## src/hdl/ir_mod_pkg.sv

```systemverilog
// Package: register map, field positions and state layout of the infrared modulator
package ir_mod_pkg;

	localparam int ADDR_W = 4;
	localparam int DATA_W = 8;

	// Register indices (byte addresses on the plain port)
	localparam logic [3:0] OFF_CARRIER_PRI_HIGH   = 4'h0;
	localparam logic [3:0] OFF_CARRIER_PRI_LOW    = 4'h1;
	localparam logic [3:0] OFF_CARRIER_SEC_HIGH   = 4'h2;
	localparam logic [3:0] OFF_CARRIER_SEC_LOW    = 4'h3;
	localparam logic [3:0] OFF_IR_OUTPUT_CONTROL  = 4'h4;
	localparam logic [3:0] OFF_MOD_STATUS_CONTROL = 4'h5;
	localparam logic [3:0] OFF_MARK_PERIOD_HIGH   = 4'h6;
	localparam logic [3:0] OFF_MARK_PERIOD_LOW    = 4'h7;
	localparam logic [3:0] OFF_SPACE_PERIOD_HIGH  = 4'h8;
	localparam logic [3:0] OFF_SPACE_PERIOD_LOW   = 4'h9;
	localparam logic [3:0] OFF_IRQ_STATUS         = 4'ha;
	localparam logic [3:0] OFF_IRQ_MASK           = 4'hb;

	// ir_output_control fields
	localparam int OC_LATCH = 7;
	localparam int OC_POL   = 6;
	localparam int OC_PEN   = 5;

	// modulator_status_control fields
	localparam int MSC_END_OF_CYCLE_FLAG  = 7;
	localparam int MSC_DIV_H = 6;
	localparam int MSC_DIV_L = 5;
	localparam int MSC_EXTENDED_SPACE_ENABLE = 4;
	localparam int MSC_UNMODULATED_MODE_ENABLE  = 3;
	localparam int MSC_FSK   = 2;
	localparam int MSC_END_OF_CYCLE_IRQ_ENABLE = 1;
	localparam int MSC_MODULATOR_ENABLE = 0;

	// Interrupt status and mask field
	localparam int IRQ_EOC = 0;

	typedef struct packed {
		logic [3:0][7:0] carrier_data;
		logic [3:0][7:0] period_data;
		logic            oc_latch;
		logic            oc_pol;
		logic            oc_pen;
		logic            end_of_cycle_flag;
		logic [1:0]      div;
		logic            extended_space_enable;
		logic            unmodulated_mode_enable;
		logic            fsk;
		logic            end_of_cycle_irq_enable;
		logic            modulator_enable;
		logic            modulator_enable_d;
		logic            clear_armed;
		logic            irq_sts;
		logic            irq_msk;
		logic [2:0]      pre_cnt;
		logic [7:0]      car_cnt;
		logic            car_out;
		logic            car_sec;
		logic            active;
		logic            mark;
		logic [15:0]     mod_cnt;
		logic [15:0]     space_r;
		logic            pin_out;
		logic            pin_oe;
		logic            irq;
		logic [7:0]      rdata;
	} state_t;

	localparam state_t STATE_RESET = '0;

endpackage
```

## src/hdl/ir_carrier_modulator_control.sv

```systemverilog
// Infrared carrier modulator: control registers, prescaler, carrier, modulator and pin
//
// Summary of operation
// RULE1: Latch bit reads back; drives pin when idle
// RULE2: Polarity bit zero inverts the pin
// RULE3: Enabled pin drives modulator or latch value
// RULE4: Disabled pin floats; reset disables the pin
// RULE5: Enabling idle modulator sets end-of-cycle flag
// RULE6: Flag set when counter matches space period
// RULE7: Cycle end reloads counter and space period
// RULE8: Flag clears after status read, period access
// RULE9: Re-enable inside running cycle sets no flag
// RULE10: Prescaler divides bus clock by 1,2,4,8
// RULE11: Software keeps prescaler steady while transmitting
// RULE12: Extended space bit enables extended space
// RULE13: Baseband holds carrier high, generator stopped
// RULE14: Without baseband carrier toggles at programmed rate
// RULE15: Baseband cleared by reset; software avoids mid-transmission writes
// RULE16: FSK bit picks time/baseband or FSK
// RULE17: Interrupt while flag and its enable set
// RULE18: Enable starts; disable finishes cycle, output low
// RULE19: Mark follows carrier, space holds output low
//
// Our own choices: the placing of the registers and the plain strobed port.
`timescale 1ns/1ps

module ir_carrier_modulator_control (
	input  wire logic       clk,
	input  wire logic       nrst,
	input  wire logic [3:0] addr,
	input  wire logic [7:0] wdata,
	input  wire logic       wr,
	input  wire logic       rd,
	output logic      [7:0] rdata,
	output logic            irq,
	output logic            ir_pin_out,
	output logic            ir_pin_oe
);

	ir_mod_pkg::state_t s_r;
	ir_mod_pkg::state_t s_nxt;

	logic        tick;
	logic        start;
	logic        cyc_end;
	logic        mod_out;
	logic        eoc_set;
	logic        eoc_clr;
	logic [7:0]  car_period;

	////////////////////////////////////////////////////////////////////////////
	// Helpers

	function automatic logic [2:0] presc_limit(input logic [1:0] div);
		presc_limit = 3'((4'h1 << div) - 4'h1);
	endfunction

	function automatic logic is_period_low(input logic [3:0] a);
		is_period_low = (a == ir_mod_pkg::OFF_MARK_PERIOD_LOW) || (a == ir_mod_pkg::OFF_SPACE_PERIOD_LOW);
	endfunction

	////////////////////////////////////////////////////////////////////////////
	// Next state

	always_comb begin
		s_nxt = s_r;

		// Module clock from the bus clock
		tick = s_r.active && (s_r.pre_cnt == presc_limit(s_r.div)); // RULE10
		// No start while a cycle still runs, so a quick re-enable raises no flag
		start = s_r.modulator_enable && !s_r.modulator_enable_d && !s_r.active; // RULE5 RULE9
		cyc_end = tick && !s_r.mark && (s_r.mod_cnt == s_r.space_r); // RULE6
		mod_out = s_r.active && s_r.mark && s_r.car_out; // RULE19 RULE18
		// The closing cycle after a disable ends silently
		eoc_set = start || (cyc_end && s_r.modulator_enable); // RULE6 RULE9
		eoc_clr = s_r.clear_armed && (rd || wr) && is_period_low(addr); // RULE8
		// Secondary pair only on alternate FSK cycles
		car_period = s_r.car_sec ? s_r.carrier_data[s_r.car_out ? 2 : 3]
			: s_r.carrier_data[s_r.car_out ? 0 : 1];

		s_nxt.modulator_enable_d = s_r.modulator_enable;

		// Prescaler; stopped clocks save power while idle
		if (!s_r.active || tick) begin
			s_nxt.pre_cnt = 3'h0;
		end else begin
			s_nxt.pre_cnt = s_r.pre_cnt + 3'h1;
		end

		// Carrier generator
		if (s_r.unmodulated_mode_enable) begin
			s_nxt.car_out = 1'b1; // RULE13
			s_nxt.car_cnt = 8'h00;
		end else if (tick) begin
			// Pair switch can leave the count past the new period
			if (s_r.car_cnt >= car_period - 8'h01) begin
				s_nxt.car_out = !s_r.car_out; // RULE14
				s_nxt.car_cnt = 8'h00;
			end else begin
				s_nxt.car_cnt = s_r.car_cnt + 8'h01;
			end
		end

		// Modulator
		if (start) begin
			s_nxt.active = 1'b1; // RULE18
			s_nxt.mark = 1'b1;
			s_nxt.car_out = 1'b1;
			s_nxt.car_cnt = 8'h00;
			s_nxt.car_sec = 1'b0;
			s_nxt.mod_cnt = {s_r.period_data[0], s_r.period_data[1]};
			s_nxt.space_r = {s_r.period_data[2], s_r.period_data[3]};
		end else if (cyc_end) begin
			s_nxt.mod_cnt = {s_r.period_data[0], s_r.period_data[1]}; // RULE7
			s_nxt.space_r = {s_r.period_data[2], s_r.period_data[3]}; // RULE7
			s_nxt.mark = !s_r.extended_space_enable; // RULE12
			s_nxt.car_sec = s_r.fsk && !s_r.car_sec; // RULE16
			s_nxt.active = s_r.modulator_enable; // RULE18
		end else if (tick) begin
			if (s_r.mark) begin
				if (s_r.mod_cnt == 16'h0000) begin
					s_nxt.mark = 1'b0;
				end else begin
					s_nxt.mod_cnt = s_r.mod_cnt - 16'h0001;
				end
			end else begin
				s_nxt.mod_cnt = s_r.mod_cnt + 16'h0001;
			end
		end

		// Flag: a set in the clearing cycle wins
		if (eoc_set) begin
			s_nxt.end_of_cycle_flag = 1'b1; // RULE5 RULE6
		end else if (eoc_clr) begin
			s_nxt.end_of_cycle_flag = 1'b0; // RULE8
		end
		if (rd && addr == ir_mod_pkg::OFF_MOD_STATUS_CONTROL) begin
			s_nxt.clear_armed = 1'b1;
		end else if (eoc_clr) begin
			s_nxt.clear_armed = 1'b0;
		end

		// Sticky interrupt status, write one to clear
		if (eoc_set) begin
			s_nxt.irq_sts = 1'b1;
		end else if (wr && addr == ir_mod_pkg::OFF_IRQ_STATUS && wdata[ir_mod_pkg::IRQ_EOC]) begin
			s_nxt.irq_sts = 1'b0;
		end

		// Register writes
		if (wr) begin
			unique case (addr)
				ir_mod_pkg::OFF_CARRIER_PRI_HIGH,
				ir_mod_pkg::OFF_CARRIER_PRI_LOW,
				ir_mod_pkg::OFF_CARRIER_SEC_HIGH,
				ir_mod_pkg::OFF_CARRIER_SEC_LOW: begin
					s_nxt.carrier_data[addr[1:0]] = wdata;
				end
				ir_mod_pkg::OFF_IR_OUTPUT_CONTROL: begin
					s_nxt.oc_latch = wdata[ir_mod_pkg::OC_LATCH]; // RULE1
					s_nxt.oc_pol = wdata[ir_mod_pkg::OC_POL];
					s_nxt.oc_pen = wdata[ir_mod_pkg::OC_PEN];
				end
				ir_mod_pkg::OFF_MOD_STATUS_CONTROL: begin
					// Divider and baseband are live, not double buffered
					s_nxt.div = wdata[ir_mod_pkg::MSC_DIV_H:ir_mod_pkg::MSC_DIV_L]; // RULE11
					s_nxt.extended_space_enable = wdata[ir_mod_pkg::MSC_EXTENDED_SPACE_ENABLE];
					s_nxt.unmodulated_mode_enable = wdata[ir_mod_pkg::MSC_UNMODULATED_MODE_ENABLE]; // RULE15
					s_nxt.fsk = wdata[ir_mod_pkg::MSC_FSK];
					s_nxt.end_of_cycle_irq_enable = wdata[ir_mod_pkg::MSC_END_OF_CYCLE_IRQ_ENABLE];
					s_nxt.modulator_enable = wdata[ir_mod_pkg::MSC_MODULATOR_ENABLE];
				end
				ir_mod_pkg::OFF_MARK_PERIOD_HIGH,
				ir_mod_pkg::OFF_MARK_PERIOD_LOW,
				ir_mod_pkg::OFF_SPACE_PERIOD_HIGH,
				ir_mod_pkg::OFF_SPACE_PERIOD_LOW: begin
					s_nxt.period_data[2'(addr - ir_mod_pkg::OFF_MARK_PERIOD_HIGH)] = wdata;
				end
				ir_mod_pkg::OFF_IRQ_MASK: begin
					s_nxt.irq_msk = wdata[ir_mod_pkg::IRQ_EOC];
				end
				default: begin
				end
			endcase
		end

		// Register reads, data in the next cycle only
		s_nxt.rdata = 8'h00;
		if (rd) begin
			unique case (addr)
				ir_mod_pkg::OFF_CARRIER_PRI_HIGH,
				ir_mod_pkg::OFF_CARRIER_PRI_LOW,
				ir_mod_pkg::OFF_CARRIER_SEC_HIGH,
				ir_mod_pkg::OFF_CARRIER_SEC_LOW: begin
					s_nxt.rdata = s_r.carrier_data[addr[1:0]];
				end
				ir_mod_pkg::OFF_IR_OUTPUT_CONTROL: begin
					s_nxt.rdata[ir_mod_pkg::OC_LATCH] = s_r.oc_latch; // RULE1
					s_nxt.rdata[ir_mod_pkg::OC_POL] = s_r.oc_pol;
					s_nxt.rdata[ir_mod_pkg::OC_PEN] = s_r.oc_pen;
				end
				ir_mod_pkg::OFF_MOD_STATUS_CONTROL: begin
					s_nxt.rdata[ir_mod_pkg::MSC_END_OF_CYCLE_FLAG] = s_r.end_of_cycle_flag;
					s_nxt.rdata[ir_mod_pkg::MSC_DIV_H:ir_mod_pkg::MSC_DIV_L] = s_r.div;
					s_nxt.rdata[ir_mod_pkg::MSC_EXTENDED_SPACE_ENABLE] = s_r.extended_space_enable;
					s_nxt.rdata[ir_mod_pkg::MSC_UNMODULATED_MODE_ENABLE] = s_r.unmodulated_mode_enable;
					s_nxt.rdata[ir_mod_pkg::MSC_FSK] = s_r.fsk;
					s_nxt.rdata[ir_mod_pkg::MSC_END_OF_CYCLE_IRQ_ENABLE] = s_r.end_of_cycle_irq_enable;
					s_nxt.rdata[ir_mod_pkg::MSC_MODULATOR_ENABLE] = s_r.modulator_enable;
				end
				ir_mod_pkg::OFF_MARK_PERIOD_HIGH,
				ir_mod_pkg::OFF_MARK_PERIOD_LOW,
				ir_mod_pkg::OFF_SPACE_PERIOD_HIGH,
				ir_mod_pkg::OFF_SPACE_PERIOD_LOW: begin
					s_nxt.rdata = s_r.period_data[2'(addr - ir_mod_pkg::OFF_MARK_PERIOD_HIGH)];
				end
				ir_mod_pkg::OFF_IRQ_STATUS: begin
					s_nxt.rdata[ir_mod_pkg::IRQ_EOC] = s_r.irq_sts;
				end
				ir_mod_pkg::OFF_IRQ_MASK: begin
					s_nxt.rdata[ir_mod_pkg::IRQ_EOC] = s_r.irq_msk;
				end
				default: begin
				end
			endcase
		end

		// Pin and interrupt, registered
		s_nxt.pin_oe = s_r.oc_pen; // RULE4
		s_nxt.pin_out = s_r.oc_pol ~^ (s_r.modulator_enable ? mod_out : s_r.oc_latch); // RULE2 RULE3
		s_nxt.irq = (s_r.end_of_cycle_flag && s_r.end_of_cycle_irq_enable) || (s_r.irq_sts && s_r.irq_msk); // RULE17
	end

	always_ff @(posedge clk or negedge nrst) begin
		if (!nrst) begin
			s_r <= ir_mod_pkg::STATE_RESET; // RULE4 RULE15
		end else begin
			s_r <= s_nxt;
		end
	end

	assign rdata = s_r.rdata;
	assign irq = s_r.irq;
	assign ir_pin_out = s_r.pin_out;
	assign ir_pin_oe = s_r.pin_oe;
endmodule

```

## config.mk

```make
export PLATFORM = sky130hd
export DESIGN_NAME = ir_carrier_modulator_control
export DESIGN_NICKNAME = d
export VERILOG_FILES = /design/src/hdl/ir_mod_pkg.sv /design/src/hdl/ir_carrier_modulator_control.sv
export SDC_FILE = /design/constraint.sdc
export NUM_CORES = 1
export LEC_CHECK = 0
export ABC_AREA = 1
export BUFFER_PORTS_ARGS = -buffer_cell sky130_fd_sc_hd__clkbuf_2
export CORE_ASPECT_RATIO = 1.5
export CORE_UTILIZATION = 48
export DETAILED_ROUTE_END_ITERATION = 8
export PLACE_DENSITY = 0.76
export SKIP_LAST_GASP = 1
export SYNTH_ARGS = -nofsm -noshare
export SYNTH_HDL_FRONTEND = slang
export SYNTH_SLANG_ARGS = --single-unit
```

## constraint.sdc

```tcl
create_clock -name clk -period 7.1 [get_ports clk]
set_input_delay 1.065 -clock clk [delete_from_list [all_inputs] [get_ports clk]]
set_output_delay 1.065 -clock clk [all_outputs]
set_load 0.02 [all_outputs]
```

==> reports/results.tsv <==
metric	value	unit
Avg Inst Size Synth	7.46	sq um
Antenna Cells	0	
Clock Tree Root	clkbuf_16	
Most used DFF post-synth	dfrtp_1	
CTS tree	built	
clk sinks	137	
CTS H-tree depth	4	
crit path DAT	3.57	ns
Initial Util	49.1	%
post-CTS setup buffers	0	
CP Max Fanout	18	
initial antenna violation count	0	
Post-Syn Instances	1108	
Die ar.	0.0177	sq mm
Synth async-reset ratio	100	%
Slew headroom	30.2	%
power density cells	413	mW/mm^2
Chip Width	109	microns
Netlist cell types	45	
Die Y	163	microns
Post-route DRC	0	
Worst Tran Pin Value	1.05	ns
cell repeated most along the worst path	nor2_1	
final period utilization	46.1	%
worst skew pair latency	0.43	ns
worst r2r path cells	16	
# setup viols final	0	
number of synthesized flops with an enable pin	0	
delay of the slowest critical-path stage	0.67	ns
Area Overhead vs Synth	9.60	%
Pleak	4.66	nW
worst path cell trace	inv_2 > nor2_1 > nor2_1 > a21oi_1 > ha_1 > a21boi_0 > nand4_1 > xnor2_1 > ha_1 > nand2_1 > nor2_1 > nand4_1 > nand3_1 > o21ai_0 > inv_1 > o21ai_0	
proportion of layout cells with a drive suffix above 1	9.67	%
max_cap viols	0	
Post-DP HPWL	16600	microns
# port buffers	26	
met3 wire len	1140	microns
register area share after synthesis	41.5	%
Post-Syn Nets	1150	
FF+latch count, synth	137	
Max Clock Freq	0.306	GHz
routed wire length	22600	microns
DRT Pass-1 Iters	7	
GPL Wtd Cong	0.973	
Fin. Hold Viols	0	
Final Critical Period	3.27	ns
total negative slack	0	ns
CP Data Required Time	7.40	ns
Resize count post-CTS	0	
largest net degree at the start of global routing	84	
Worst-path clk slew	0.06	ns
leading area contributor after synthesis	dfrtp_1	
Total GRT Usage	27.2	%
largest cells by area after synthesis	dfrtp_1, nand2_1, inv_1	
top layer in use	met4	
vias in the first global route	7261	
nets	1156	
# IOs	27	
met2 wire len	11700	microns
Iter 0 DRT Violations	617	
RSZ-0062 raised after global routing	false	
row count	58	
total grt overflow	0	
most frequent cells after synthesis	nand2_1, dfrtp_1, inv_1, nor2_1, o21ai_1	
CTS Buffer Depth	2	
vias per cell	5.64	
status	finished, final reports clean	
Core Box Area	0.0168	sq mm
Slowest-stage cell, CP	dfrtp_1	
Metal-1 WL	8030	microns
Final Skew	0.00647	ns
Worst VDD drop	0.000249	V
element type at the critical path end	register	
Max Slew Vio Count	0	
Ys Warns	0	
Hold Crit Class	register to register	
Post-CTS Hold Buffers	0	
CP Class	register to register	
number of buffers created by CTS	17	
first-pass GRT wire length	36200	microns
most instantiated library cell after synthesis	nand2_1	
via count	7538	
top cell type's share of synthesized area	41.5	%
final core occ	53.8	%
ANT nets after route	0	
Hold Crit Depth	0	
critical path startpoint category	register	
Post-Syn Area	0.00826	sq mm
wire per inst	16.9	microns
metal layers:
metal	GRT usage (%)	vias to the layer above
met2	48.3	310
met5	0	-
met4	18.4	0
met1	29.0	3508
li1	-	3604
met3	4.24	116
critical path, delay by kind of cell (launching register included):
kind                       cells  cell delay [ns]
and+or+nand+nor                7             0.77
AOI/OAI and AO/OA              4             0.59
adders and majority gates      2             0.54
DFF                            1             0.67
buffers and inverters          2             0.41
xor gates and xnor gates       1             0.15
worst paths after layout:
path | end | slack, ns | start
min in group asynchronous | s_r[53] | 0.58 | nrst
worst min-delay path | ir_pin_oe | 0.41 | s_nxt[9]
max in group asynchronous | s_r[23] | 5.09 | nrst
worst min register to register | ir_pin_oe | 0.41 | s_nxt[9]
worst max register to register | s_r[46] | 3.83 | s_r[46]
worst max-delay path | s_r[46] | 3.83 | s_r[46]
layout make-up:
class / instances / area, sq um
clock buffers: 19 / 453
clock inverters: 13 / 214
fillers: 1602 / 7780
inverters: 143 / 537
multi-input cells: 787 / 4010
flip-flops and latches: 137 / 3430
well taps: 210 / 263
repair buffers: 28 / 151
cell usage in the layout (no fill, tap or decap), drive strengths merged, types with 28 or more instances in the layout:
master  Yosys  final
nand3      57     57
dfrtp     137    137
clkbuf      4     44
o21ai     122    122
a21oi      31     31
a22oi      28     28
inv       142    146
nand2     365    365
nand4      29     29
nor2       79     79
where the power goes:
part	switching [W]	internal, W	total, W
Sequential	0.000206	0.000987	0.00119
Clock	0.000356	0.000646	0.00100
Combinational	0.000997	0.000545	0.00154
state kept, by name, indices dropped and copies added, names as in the netlist:
signal	cells
ir_pin_out	1
s_nxt	2
rdata	8
irq	1
s_r	124
ir_pin_oe	1
metrics by stage:
step | area (sq um) | total power (W) | cells | hold WS [ns] | worst slack (ns)
2_1_floorplan | 8260 | 0.00234 | 1108 | 0.374 | 4.47
3_3_place_gp | 8390 | 0.00267 | 1305 | 0.403 | 4.01
3_5_place_dp | 8390 | 0.00272 | 1305 | 0.397 | 3.89
4_1_cts | 9050 | 0.00372 | 1337 | 0.411 | 3.87
5_1_grt | 9050 | 0.00400 | 1337 | 0.426 | 3.50
6_report | 9050 | 0.00374 | 1337 | 0.412 | 3.83
cell families after synthesis:
kind of cell / share of synthesized area, %
buffers and inverters: 9.98
flip-flops: 41.5
adder cells (fa/ha/maj): 4.03
AND/OR/NAND/NOR: 28.8
XOR/XNOR: 2.21
AO/OA/AOI/OAI: 13.5
(Power assumes the default switching activity.)
